[src/timer_pwm_defines.svh]
// Offsets, field positions, reset values and counts of the timer/PWM unit.
// Assumes an 8-bit register port with a 3-bit byte address.
`ifndef TIMER_PWM_DEFINES_SVH
`define TIMER_PWM_DEFINES_SVH

`define ADDR_W 3
`define OFF_TSC 3'h0
`define OFF_CNT_HI 3'h1
`define OFF_CNT_LO 3'h2
`define OFF_MOD_HI 3'h3
`define OFF_MOD_LO 3'h4
`define OFF_CSC 3'h5
`define OFF_CV_HI 3'h6
`define OFF_CV_LO 3'h7

`define TSC_PS_LSB 0
`define TSC_CLK_LSB 3
`define TSC_CPWM_BIT 5
`define CSC_MODE_LSB 0
`define CSC_ACT_LSB 2

`define TSC_RST 6'h00
`define CSC_RST 4'h0
`define MOD_RST 16'h0000
`define ALL_ONES 16'hFFFF
`define PRESC_W 7

`endif

[src/timer_pwm_pkg.sv]
// Types of the timer/PWM unit: channel modes and the packed state record.
// Assumes the constants header is compiled alongside.
package timer_pwm_pkg;

    typedef enum logic [1:0] {
        MODE_CAPTURE = 2'h0,
        MODE_COMPARE = 2'h1,
        MODE_EDGE_PWM = 2'h3,
        MODE_CENTER_PWM = 2'h2
    } chan_mode_t;

    typedef struct packed {
        logic [5:0] tsc;
        logic [3:0] csc;
        logic [15:0] cnt;
        logic [6:0] presc;
        logic down;
        logic [15:0] modv;
        logic [7:0] mod_buf;
        logic mod_pend;
        logic [15:0] cv;
        logic [15:0] cv_buf;
        logic cv_hi_got;
        logic cv_lo_got;
        logic [7:0] cnt_lat;
        logic cnt_latf;
        logic [7:0] cv_lat;
        logic cv_latf;
        logic out;
        logic oe;
        logic cap_s1;
        logic cap_s2;
        logic cap_prev;
        logic [7:0] rdata;
    } state_t;

endpackage

[src/timer_pwm_buffered_update.sv]
// One-channel 16-bit timer/PWM with buffered value updates and byte-pair
// read coherency. Assumes a same-clock byte register port and a
// debug_halt level from the processor on core_clk.
//
// Our own choices: the register addresses and the plain strobed port.
`timescale 1ns/1ps
`include "timer_pwm_defines.svh"

module timer_pwm_buffered_update (
    input wire logic core_clk,
    input wire logic nrst,
    input wire logic [`ADDR_W-1:0] addr,
    input wire logic [7:0] wdata,
    input wire logic wr_stb,
    input wire logic rd_stb,
    output logic [7:0] rdata,
    input wire logic debug_halt,
    input wire logic chan_in,
    output logic chan_out,
    output logic chan_oe
);
    import timer_pwm_pkg::*;

    state_t state_reg;
    state_t state_next;

    function automatic logic hit(input logic stb, input logic [`ADDR_W-1:0] a,
                                 input logic [`ADDR_W-1:0] off);
        hit = stb && (a == off);
    endfunction

    logic [2:0] ps;
    logic [1:0] clk_sel;
    logic cpwm;
    chan_mode_t mode;
    logic [15:0] top;
    logic [6:0] presc_mask;
    logic tick;
    logic load_evt;
    logic cv_pair;

    assign ps = state_reg.tsc[`TSC_PS_LSB +: 3];
    assign clk_sel = state_reg.tsc[`TSC_CLK_LSB +: 2];
    assign cpwm = state_reg.tsc[`TSC_CPWM_BIT];
    assign mode = cpwm ? MODE_CENTER_PWM : chan_mode_t'(state_reg.csc[`CSC_MODE_LSB +: 2]);
    // A modulo of zero or all-ones lets the counter span the full range.
    assign top = (state_reg.modv == 16'h0000 || state_reg.modv == `ALL_ONES)
               ? `ALL_ONES : state_reg.modv;
    assign presc_mask = 7'((8'h01 << ps) - 8'h01);
    assign tick = (clk_sel != 2'h0) && !debug_halt
                && (state_reg.presc == presc_mask);
    // Up-count step onto the top value; FFFE to FFFF when free running.
    assign load_evt = tick && !state_reg.down
                    && (state_reg.cnt == top - 16'h0001);
    assign cv_pair = state_reg.cv_hi_got && state_reg.cv_lo_got;

    always_comb begin
        logic active;
        logic cap_edge;
        active = 1'b0;
        cap_edge = 1'b0;
        state_next = state_reg;

        // Input synchroniser for the channel pin.
        state_next.cap_s1 = chan_in;
        state_next.cap_s2 = state_reg.cap_s1;
        state_next.cap_prev = state_reg.cap_s2;

        if (clk_sel != 2'h0 && !debug_halt) begin
            state_next.presc = tick ? '0 : state_reg.presc + 7'h01;
        end

        if (tick) begin
            if (cpwm) begin
                if (state_reg.down) begin
                    if (state_reg.cnt == 16'h0000) begin
                        state_next.down = 1'b0;
                        state_next.cnt = 16'h0001;
                    end else begin
                        state_next.cnt = state_reg.cnt - 16'h0001;
                    end
                end else if (state_reg.cnt >= top) begin
                    state_next.down = 1'b1;
                    state_next.cnt = state_reg.cnt - 16'h0001;
                end else begin
                    state_next.cnt = state_reg.cnt + 16'h0001;
                end
            end else begin
                state_next.down = 1'b0;
                state_next.cnt = (state_reg.cnt >= top) ? 16'h0000
                               : state_reg.cnt + 16'h0001;
            end
        end

        // Buffered transfer into the active channel value.
        if (cv_pair) begin
            if (clk_sel == 2'h0) begin
                state_next.cv = state_reg.cv_buf;
                state_next.cv_hi_got = 1'b0;
                state_next.cv_lo_got = 1'b0;
            end else if ((mode == MODE_COMPARE && tick) ||
                         (mode != MODE_COMPARE && mode != MODE_CAPTURE && load_evt)) begin
                // Compare mode transfers on any counter step; PWM modes transfer only at the top, which keeps a period whole.
                state_next.cv = state_reg.cv_buf;
                state_next.cv_hi_got = 1'b0;
                state_next.cv_lo_got = 1'b0;
            end
        end

        cap_edge = state_reg.cap_s2 != state_reg.cap_prev;
        if (mode == MODE_CAPTURE && cap_edge) begin
            case (state_reg.csc[`CSC_ACT_LSB +: 2])
                2'h1: if (state_reg.cap_s2) state_next.cv = state_reg.cnt;
                2'h2: if (!state_reg.cap_s2) state_next.cv = state_reg.cnt;
                2'h3: state_next.cv = state_reg.cnt;
                default: ;
            endcase
        end

        // Output update on each counter step.
        if (tick) begin
            case (mode)
                MODE_COMPARE: begin
                    if (state_next.cnt == state_next.cv) begin
                        case (state_reg.csc[`CSC_ACT_LSB +: 2])
                            2'h1: state_next.out = !state_reg.out;
                            2'h2: state_next.out = 1'b0;
                            2'h3: state_next.out = 1'b1;
                            default: ;
                        endcase
                    end
                end
                MODE_EDGE_PWM: begin
                    active = (state_next.cv > top) || (state_next.cnt < state_next.cv);
                    state_next.out = state_reg.csc[`CSC_ACT_LSB] ? active : !active;
                end
                MODE_CENTER_PWM: begin
                    active = (state_next.cv == top)
                           || (state_next.cnt < state_next.cv)
                           || (state_next.cnt == state_next.cv && state_next.down);
                    state_next.out = state_reg.csc[`CSC_ACT_LSB] ? active : !active;
                end
                default: ;
            endcase
        end
        state_next.oe = (mode != MODE_CAPTURE);

        // Register writes.
        if (hit(wr_stb, addr, `OFF_TSC)) begin
            state_next.tsc = wdata[5:0];
            if (debug_halt) begin
                state_next.cnt_latf = 1'b0;
                state_next.mod_pend = 1'b0;
            end
        end
        if (hit(wr_stb, addr, `OFF_CNT_HI) || hit(wr_stb, addr, `OFF_CNT_LO)) begin
            state_next.cnt = 16'h0000;
            state_next.presc = '0;
            state_next.down = 1'b0;
            state_next.cnt_latf = 1'b0;
        end
        if (hit(wr_stb, addr, `OFF_MOD_HI)) begin
            state_next.mod_buf = wdata;
            state_next.mod_pend = 1'b1;
        end
        if (hit(wr_stb, addr, `OFF_MOD_LO) && state_reg.mod_pend) begin
            state_next.modv = {state_reg.mod_buf, wdata};
            state_next.mod_pend = 1'b0;
        end
        if (hit(wr_stb, addr, `OFF_CSC)) begin
            state_next.csc = wdata[3:0];
            if (debug_halt) begin
                state_next.cv_latf = 1'b0;
            end
        end
        if (mode != MODE_CAPTURE) begin
            if (hit(wr_stb, addr, `OFF_CV_HI)) begin
                state_next.cv_buf[15:8] = wdata;
                state_next.cv_hi_got = 1'b1;
            end
            if (hit(wr_stb, addr, `OFF_CV_LO)) begin
                state_next.cv_buf[7:0] = wdata;
                state_next.cv_lo_got = 1'b1;
            end
        end

        // Register reads; data stands in the following cycle.
        if (rd_stb) begin
            case (addr)
                `OFF_TSC: state_next.rdata = {2'h0, state_reg.tsc};
                `OFF_CNT_HI, `OFF_CNT_LO: begin
                    if (debug_halt) begin
                        state_next.rdata = (addr == `OFF_CNT_HI) ? state_reg.cnt[15:8]
                                         : state_reg.cnt[7:0];
                    end else if (state_reg.cnt_latf) begin
                        state_next.rdata = state_reg.cnt_lat;
                        state_next.cnt_latf = 1'b0;
                    end else begin
                        state_next.rdata = (addr == `OFF_CNT_HI) ? state_reg.cnt[15:8]
                                         : state_reg.cnt[7:0];
                        state_next.cnt_lat = (addr == `OFF_CNT_HI) ? state_reg.cnt[7:0]
                                           : state_reg.cnt[15:8];
                        state_next.cnt_latf = 1'b1;
                    end
                end
                `OFF_MOD_HI: state_next.rdata = state_reg.modv[15:8];
                `OFF_MOD_LO: state_next.rdata = state_reg.modv[7:0];
                `OFF_CSC: state_next.rdata = {4'h0, state_reg.csc};
                default: begin
                    if (debug_halt) begin
                        state_next.rdata = (addr == `OFF_CV_HI) ? state_reg.cv[15:8]
                                         : state_reg.cv[7:0];
                    end else if (state_reg.cv_latf) begin
                        state_next.rdata = state_reg.cv_lat;
                        state_next.cv_latf = 1'b0;
                    end else begin
                        state_next.rdata = (addr == `OFF_CV_HI) ? state_reg.cv[15:8]
                                         : state_reg.cv[7:0];
                        state_next.cv_lat = (addr == `OFF_CV_HI) ? state_reg.cv[7:0]
                                          : state_reg.cv[15:8];
                        state_next.cv_latf = 1'b1;
                    end
                end
            endcase
        end
    end

    always_ff @(posedge core_clk or negedge nrst) begin
        if (!nrst) begin
            state_reg <= '0;
        end else begin
            state_reg <= state_next;
        end
    end

    assign rdata = state_reg.rdata;
    assign chan_out = state_reg.out;
    assign chan_oe = state_reg.oe;

    logic cnt_wr;
    assign cnt_wr = hit(wr_stb, addr, `OFF_CNT_HI) || hit(wr_stb, addr, `OFF_CNT_LO);
endmodule

[config.mk]
export PLATFORM = sky130hd
export DESIGN_NAME = timer_pwm_buffered_update
export DESIGN_NICKNAME = d
export VERILOG_FILES = /design/src/timer_pwm_pkg.sv /design/src/timer_pwm_buffered_update.sv
export VERILOG_INCLUDE_DIRS = /design/src /design/src/src
export SDC_FILE = /design/constraint.sdc
export NUM_CORES = 1
export LEC_CHECK = 0
export ABC_AREA = 1
export BUFFER_PORTS_ARGS = -buffer_cell sky130_fd_sc_hd__buf_2
export CORE_ASPECT_RATIO = 0.6
export CORE_UTILIZATION = 35
export DETAILED_ROUTE_END_ITERATION = 8
export PLACE_DENSITY_LB_ADDON = 0.12
export REMOVE_ABC_BUFFERS = 1
export SYNTH_ARGS = -nofsm -noshare
export SYNTH_HDL_FRONTEND = slang
export SYNTH_SLANG_ARGS = --single-unit
[constraint.sdc]
create_clock -name core_clk -period 5.6 [get_ports core_clk]
set_clock_uncertainty 0.15 [all_clocks]
set_input_delay 0.84 -clock core_clk [delete_from_list [all_inputs] [get_ports core_clk]]
set_output_delay 0.84 -clock core_clk [all_outputs]
set_load 0.03 [all_outputs]
==> results.cfg, run 1 <==
[worst_setup_path]
worstSetupEndpoint = chan_out$_DFFE_PN0P_
cp_slowest_stage_delay_ps = 410
cp_max_fo = 10
path_buf_inv = 6
worst_path_max_delay_cell = dfrtp_1
crit_cells = 40
critPathLaunchType = flip-flop
path_common_cell = nand2_1
r2r_cells = 40
path_class = flip-flop to flip-flop
crit_path_end_kind = flip-flop
r2r-end = chan_out$_DFFE_PN0P_
r2r-start = state_reg[88]$_DFFE_PN0P_
cp.required_ps = 5810
setup.worst_path.start = state_reg[88]$_DFFE_PN0P_
ff2ff_setup_slack_ps = -140
crit_family = simple AND/OR/NAND/NOR gates
cp.arrival_ps = 5940

[placed_design]
gp_congestion = 0.999
hpwl_um = 32300
port_buffers = 26
pre_cts_slack_ps = -505

[clock_network]
cts.sink_count = 124
cts_made_buffers = 17
clk_latency_ps = 460
cts_buffer_depth = 2
ctsRootBufferMaster = clkbuf_16
clkTransAtPathRegs_ps = 60
cts.htree.levels = 4
cts_tree = yes

[routing]
detail-route-antenna-nets = 0
drcViolationCount = 0
first_pass_iters = 5
finalWirelength_um = 40100
drt-initial-drc-count = 1373
via_per_inst = 5.44
via_count = 10400
wl_per_cell_um = 21.0

[logic_synthesis]
ys_seq_elements = 124
synth_warnings = 0
synth_top_cell_by_area = dfrtp_1
synth_area_leaders = dfrtp_1 (32%), nand2_1 (12%), o21ai_0 (8.6%)
synthesis.area_mm2 = 0.00968
synth_edf_count = 0
synthCells = 1416
yosysMostFrequentCell = nand2_1
synth.distinct_cells = 49
ys_dominant_reg_cell = dfrtp_1
synth_common_cells = nand2_1 (303), inv_1 (182), o21ai_0 (166)
syn_area_per_cell_um2 = 6.84
async_reset_ff_share_pct = 100
synth.top_cell.area_share_pct = 32.0
seq_area_frac_synth_pct = 32.0

[grt]
grt_max_degree = 90
grt_overflow_total = 0
grt_pass1_wl_um = 60000
grt_pass1_vias = 9330
track_usage_pct = 29.3
antenna_found_initial = 1

[power]
combinationalPowerShare_pct = 51.4
seqPwrFrac_pct = 26.3
sw_frac_of_total_pct = 45.5
pwr_density_cell_mw_per_mm2 = 456
power.clock.fraction_pct = 22.3
leakagePower_nw = 5.90
p_int_mw = 2.92
switchingPower_mw = 2.44
vdd_ir_drop_max_uv = 250

[timing]
slew_violations = 0
hold_ws_ps = 199
rsz0062_at_grt = yes
period_share_pct = 102
setup_slack_ps = -139
fmax_ghz = 0.174
tightest_slew_ps = 1250
finalSetupViolCount = 1
hold_viol_final = 0
slew_headroom_pct = 14.3
finalCriticalPeriod_ps = 5740

[final_layout]
n_antenna_cell = 0
nets = 1607
drive_above_1_share_pct = 16.1
fin_util_pct = 43.8
areaGrowthSynthToFinish_pct = 21.4
largest_reg_flops = 106

[die]
dieArea_mm2 = 0.0284
chipWidth_um = 217
std_cell_rows = 46
die_y_um = 131
coreArea_mm2 = 0.0268
io_pins = 27
initial_utilization_pct = 36.1

[outcome]
status = finished with violations
violations = setup timing

[min_path]
hp-class = flip-flop to flip-flop

[job]
drv_cap = 0
## cell type report
| type | instances | area (um^2) |
|---|---|---|
| fill | 2812 | 15100 |
| multi-input combinational | 1033 | 5620 |
| sequential | 124 | 3100 |
| timing repair buffer | 168 | 1240 |
| inverter | 192 | 721 |
| clock buffer | 20 | 457 |
| tap | 360 | 450 |
| clock inverter | 12 | 159 |
## cells by family after synthesis
logic type	synth area share, %
simple gates	26.3
compound gates	20.9
buf+inv	10.7
flops	32.0
fa+ha+maj	6.98
xor+xnor	2.44
mux	0.620
## per-stage QoR
step / instances / cell area [um^2] / power [mW] / TNS [ps]
after floorplan: 1349 / 9370 / 2.83 / 0
after global placement: 1873 / 11000 / 4.02 / -413
after detailed placement: 1873 / 11000 / 4.01 / -505
after CTS: 1906 / 11700 / 5.27 / -15.5
after global routing: 1909 / 11800 / 5.75 / -608
final: 1909 / 11800 / 5.36 / -139
## routing by layer
metal	track usage (%)	wire length (um)	vias up
met4	8.24	779	2
li1	-	-	4996
met5	3.00	119	-
met1	44.0	20000	4863
met2	35.9	13900	475
met3	13.1	5320	46
## power by group through the flow
stage	clock (mW)	combinational, mW	sequential [mW]
6_report	1.19	2.75	1.41
5_1_grt	1.25	3.06	1.43
3_5_place_dp	0	2.61	1.41
4_1_cts	1.21	2.65	1.40
3_3_place_gp	0	2.61	1.41
2_1_floorplan	0	1.48	1.35
## worst min path at each step
stage	start	endpoint	slack (ps)	depth (start not counted)
floorplan	state_next[9]$_DFF_PN0_	state_next[8]$_DFF_PN0_	180	0
CTS	state_next[9]$_DFF_PN0_	state_next[8]$_DFF_PN0_	200	0
finish	state_next[9]$_DFF_PN0_	state_next[8]$_DFF_PN0_	200	0
global placement	state_next[9]$_DFF_PN0_	state_next[8]$_DFF_PN0_	200	0
global route	state_next[9]$_DFF_PN0_	state_next[8]$_DFF_PN0_	220	0
detailed placement	state_next[9]$_DFF_PN0_	state_next[8]$_DFF_PN0_	190	0
## cells in the final DEF (no fill, tap or decap), types with 8 or more instances in the layout
cell type  Yosys  layout
clkbuf_16      0      17
o21ai_1        6      15
buf_4         10     139
xor2_1        23      23
o22ai_1       11      11
nand2_1      303     303
a21oi_1      113     113
o211ai_1      20      20
buf_2          1      25
nand3_1       82      82
o21ai_0      166     155
inv_2          7       8
nor3_1        17      14
nor2_1       117     110
a31oi_1       14      14
inv_1        182     181
ha_1          54      54
nand4_1       33      33
dfrtp_1      124     123
nor2_2         4      11
## timing repair
item                       in CTS  in global routing
setup endpoints to repair       1                  1
pin swaps                       5                  4
buffers inserted                1                  3
hold buffers                    0                  0
gates resized for setup        23                  7
Note: power is estimated with default switching activity, not from simulation.
==> run 2: changes to the inputs <==
--- a/config.mk
+++ b/config.mk
@@ -6,7 +6,7 @@
 export SDC_FILE = /design/constraint.sdc
 export NUM_CORES = 1
 export LEC_CHECK = 0
-export ABC_AREA = 1
+export ABC_AREA = 0
 export BUFFER_PORTS_ARGS = -buffer_cell sky130_fd_sc_hd__buf_2
 export CORE_ASPECT_RATIO = 0.6
 export CORE_UTILIZATION = 35
==> results.cfg, run 2 <==
[placed_design]
port_buffers = 26
hpwl_um = 31600
pre_cts_slack_ps = -1910
gp_congestion = 0.929

[grt]
grt_pass1_vias = 9512
grt_pass1_wl_um = 62000
antenna_found_initial = 1
grt_max_degree = 90
grt_use_met3_pct = 10.4
grt_overflow_total = 0
grtUsageMet1_pct = 45.8
track_usage_pct = 29.4
met2_usage_pct = 37.3
top_usage_layer = met1

[min_path]
hold_depth = 0
min_from = state_next[9]$_DFF_PN0_
hp-class = flip-flop to flip-flop
hold_path_end = state_next[8]$_DFF_PN0_

[logic_synthesis]
ys_dominant_reg_cell = dfrtp_1
syn_area_per_cell_um2 = 8.46
async_reset_ff_share_pct = 100
synthesis.area_mm2 = 0.00983
yosysMostFrequentCell = dfrtp_1
synth_area_leaders = dfrtp_1 (32%), ha_1 (6.9%), mux2_2 (6.1%)
synth_top_family_by_area = simple AND/OR/NAND/NOR gates
synth-compound-area-share_pct = 20.0
synthCells = 1162
muxShareOfSynthArea_pct = 10.9
synth.distinct_cells = 79
synth_edf_count = 0
synth.top_cell.area_share_pct = 31.6
synth_top_cell_by_area = dfrtp_1
synth_common_cells = dfrtp_1 (124), nor2_1 (94), nand2_1 (85)
seq_area_frac_synth_pct = 31.6
yosys.area_share.simple_pct = 22.7
synth_warnings = 0
synthAdderAreaFrac_pct = 6.87
ys_seq_elements = 124
synth-xor-area-share_pct = 2.94

[die]
die_y_um = 132
dieArea_mm2 = 0.0288
coreArea_mm2 = 0.0276
initial_utilization_pct = 35.6
chipWidth_um = 218
std_cell_rows = 47
io_pins = 27

[routing]
first_pass_iters = 5
wl_per_cell_um = 23.6
via_count = 10100
via_per_inst = 5.80
drt-initial-drc-count = 1111
drcViolationCount = 0
finalWirelength_um = 41200
detail-route-antenna-nets = 0

[final_layout]
final_cell_mix = buf_4 (241), dfrtp_1 (124), nor2_1 (91), nand2_1 (82), a21oi_1 (81)
n_antenna_cell = 0
nets = 1433
areaGrowthSynthToFinish_pct = 30.9
mostFrequentLayoutCell = buf_4
largest_reg_flops = 106
drive_above_1_share_pct = 32.2

[worst_setup_path]
crit_path_end_kind = flip-flop
worst_path_max_delay_cell = or4_4
cp_slowest_stage_delay_ps = 560
cp.required_ps = 5790
path_class = flip-flop to flip-flop
setup.worst_path.start = state_reg[82]$_DFFE_PN0P_
r2r_cells = 29
ff2ff_setup_slack_ps = -1530
path_common_cell = or4_4
r2r-start = state_reg[82]$_DFFE_PN0P_
cp.arrival_ps = 7320
r2r-end = chan_out$_DFFE_PN0P_
cp_max_fo = 5
critPathLaunchType = flip-flop

[clock_network]
clk_latency_ps = 450
clkTransAtPathRegs_ps = 60
ctsRootBufferMaster = clkbuf_16
cts_tree = yes
cts_made_buffers = 17
cts_buffer_depth = 2
cts.htree.levels = 4
cts.sink_count = 124
hold_buffers = 0

[timing]
finalSetupViolCount = 1
rsz0062_at_grt = yes
hold_ws_ps = 197
fmax_ghz = 0.140
slew_headroom_pct = 35.3
setup_slack_ps = -1530
hold_viol_final = 0
finalCriticalPeriod_ps = 7130
slew_violations = 0
period_share_pct = 127
tightest_slew_ps = 967
finalSetupTns_ps = -1530

[job]
drv_cap = 0

[outcome]
violations = setup timing
status = finished with violations

[power]
vdd_ir_drop_max_uv = 254
leakagePower_nw = 5.74
pwr_density_cell_mw_per_mm2 = 550
## run 2: per-layer routing
metal / vias to the layer above / routed length (um)
li1: 4669 / -
met1: 4967 / 20600
met3: 36 / 4670
met4: 0 / 482
met5: - / 0
met2: 424 / 15400
## run 2: final cells by class
type	count	area, um^2
fillers	2703	14700
clock inverters	14	150
inverters	23	86.3
flip-flops and latches	124	3100
multi-input cells	922	6570
well taps	367	459
repair buffers	274	2060
clock buffers	18	439
## run 2: cells by family (layout without fill, tap and decap cells)
kind of cell | after synthesis | count (layout)
simple gates | 428 | 428
compound gates | 307 | 307
flops | 124 | 124
buf+inv | 116 | 329
mux | 100 | 100
fa+ha+maj | 54 | 54
xor+xnor | 33 | 33
## run 2: repair_timing
action                     4_1_cts  5_1_grt
resized for setup               67       23
pin swaps                       41       34
setup endpoints to repair        1        2
buffers inserted                31        5
cloned                           1        0
## run 2: where the power goes
group	switching (mW)	internal, mW	total [mW]
logic	2.36	2.06	4.42
clock network	0.505	0.641	1.15
registers	0.321	1.20	1.52
## run 2: worst max path at each step
stage,endpoint,depth (start not counted)
floorplan,chan_out$_DFFE_PN0P_,29
global placement,chan_out$_DFFE_PN0P_,32
detailed placement,chan_out$_DFFE_PN0P_,30
CTS,chan_out$_DFFE_PN0P_,27
global route,chan_out$_DFFE_PN0P_,29
finish,chan_out$_DFFE_PN0P_,29
## run 2: worst max-delay path: cells and delay by family, from the launching register on
family,cells,cell delay (ps)
adders and majority gates,2,650
DFF,1,380
muxes,2,360
buffers and inverters,3,580
xor gates and xnor gates,1,120
and+or+nand+nor,13,3320
AOI/OAI and AO/OA,8,1440
## run 2: through the flow
step / total power, mW / util [%] / area (um^2) / cells
global placement: 5.49 / 42.5 / 11700 / 1686
floorplan: 3.55 / - / 9420 / 1069
CTS: 6.88 / 46.4 / 12800 / 1747
detailed placement: 5.50 / 42.5 / 11700 / 1686
finish: 7.08 / 46.7 / 12900 / 1742
global route: 7.52 / 46.7 / 12900 / 1742
==> run 3: changes to the inputs <==
--- a/config.mk
+++ b/config.mk
@@ -11,7 +11,6 @@
 export CORE_ASPECT_RATIO = 0.6
 export CORE_UTILIZATION = 35
 export DETAILED_ROUTE_END_ITERATION = 8
-export PLACE_DENSITY_LB_ADDON = 0.12
 export REMOVE_ABC_BUFFERS = 1
 export SYNTH_ARGS = -nofsm -noshare
 export SYNTH_HDL_FRONTEND = slang
==> results.cfg, run 3 (synthesis gave the netlist of run 2 again) <==
[outcome]
status = finished with violations
violations = setup timing

[die]
coreArea_mm2 = 0.0276
initial_utilization_pct = 35.6
chipWidth_um = 218
dieArea_mm2 = 0.0288
die_y_um = 132
std_cell_rows = 47
io_pins = 27

[routing]
wl_per_cell_um = 22.7
first_pass_iters = 5
drt-initial-drc-count = 1372
via_count = 10100
via_per_inst = 5.95
detail-route-antenna-nets = 0
finalWirelength_um = 38600
drcViolationCount = 0

[min_path]
hp-class = flip-flop to flip-flop
min_from = state_next[9]$_DFF_PN0_

[grt]
grt_pass1_wl_um = 58200
grt_overflow_total = 0
antenna_found_initial = 1
grt_max_degree = 84
track_usage_pct = 27.3
grt_pass1_vias = 9404

[worst_setup_path]
cp.arrival_ps = 7270
setup.worst_path.start = state_reg[79]$_DFFE_PN0P_
r2r-start = state_reg[79]$_DFFE_PN0P_
path_buf_inv = 2
cp_slowest_stage_delay_ps = 570
worst_path_max_delay_cell = or4_4
cp_max_fo = 3
path_class = flip-flop to flip-flop
path_common_cell = a21o_1
critPathLaunchType = flip-flop
crit_family = compound AO/OA/AOI/OAI gates
crit_path_end_kind = flip-flop
cp.required_ps = 5790

[final_layout]
n_fill_cell = 2704
drive_above_1_share_pct = 28.0
nets = 1393
seqCellArea_mm2 = 0.00310
areaGrowthSynthToFinish_pct = 24.9
largest_reg_flops = 106
multi_input_area_mm2 = 0.00637
final_cell_mix = buf_4 (206), dfrtp_1 (124), nor2_1 (93), nand2_1 (85), a21oi_1 (81)
mostFrequentLayoutCell = buf_4
fin_cells = 1705

[placed_design]
pre_cts_slack_ps = -1780
gp_congestion = 1.02
port_buffers = 26
post-place-cells = 1666
hpwl_um = 29900

[clock_network]
cts_tree = yes
cts_made_buffers = 17
cts.htree.levels = 4
cts_buffer_depth = 2
clk_latency_ps = 450
hold_buffers = 0
cts.sink_count = 124
ctsRootBufferMaster = clkbuf_16
clkTransAtPathRegs_ps = 60

[timing]
finalCriticalPeriod_ps = 7080
slew_violations = 0
period_share_pct = 126
rsz0062_at_grt = yes
tightest_slew_ps = 991
hold_viol_final = 0
finalSetupViolCount = 1
setup_slack_ps = -1480
slew_headroom_pct = 33.7
fmax_ghz = 0.141

[job]
drv_cap = 0

[power]
leakagePower_nw = 5.47
vdd_ir_drop_max_uv = 327
pwr_density_cell_mw_per_mm2 = 548
-- run 3: area by class of cell --
cell class	instances	area share, %
Inverter	23	0.703
Sequential cell	124	25.3
Clock buffer	19	3.52
Multi-Input combinational cell	922	51.9
Clock inverter	13	0.937
Tap cell	367	3.74
Timing Repair Buffer	234	13.9
Antenna cell	3	0.0611
-- run 3: final timing paths --
check / endpoint / slack [ps] / depth (start not counted)
min in group asynchronous: state_reg[96]$_DFFE_PN0P_ / 310 / 1
hold / removal: state_next[8]$_DFF_PN0_ / 210 / 0
setup reg to reg: chan_out$_DFFE_PN0P_ / -1480 / 31
hold reg to reg: state_next[8]$_DFF_PN0_ / 210 / 0
setup / recovery: chan_out$_DFFE_PN0P_ / -1480 / 31
max in group asynchronous: state_reg[71]$_DFFE_PN0P_ / 3910 / 2
-- run 3: repair_timing --
item	CTS	global route
gates resized for setup	25	8
setup endpoints to repair	1	1
buffers inserted	4	0
pin swaps	11	9
endpoints found under the hold margin	0	0
-- run 3: routing by layer --
layer / up-vias / GRT usage [%] / wire length, um
met2: 578 / 33.6 / 14200
met1: 4940 / 43.1 / 18500
met5: - / 0 / 0
li1: 4581 / - / -
met4: 0 / 5.48 / 512
met3: 44 / 10.7 / 5420
-- run 3: report_power, final --
| part | internal, mW | switching (mW) |
|---|---|---|
| Sequential | 1.20 | 0.306 |
| Clock | 0.610 | 0.464 |
| Combinational | 1.88 | 2.28 |
| Total | 3.68 | 3.05 |
-- run 3: stage by stage --
stage	util [%]	hold WS [ps]	setup TNS [ps]	area, um^2	total power [mW]
after floorplan	-	181	-1830	9420	3.55
after global placement	41.9	184	-1690	11600	5.33
after detailed placement	41.9	198	-1780	11600	5.38
after CTS	44.3	213	-1420	12200	6.58
after global routing	44.5	218	-1800	12300	7.12
final	44.5	207	-1480	12300	6.73
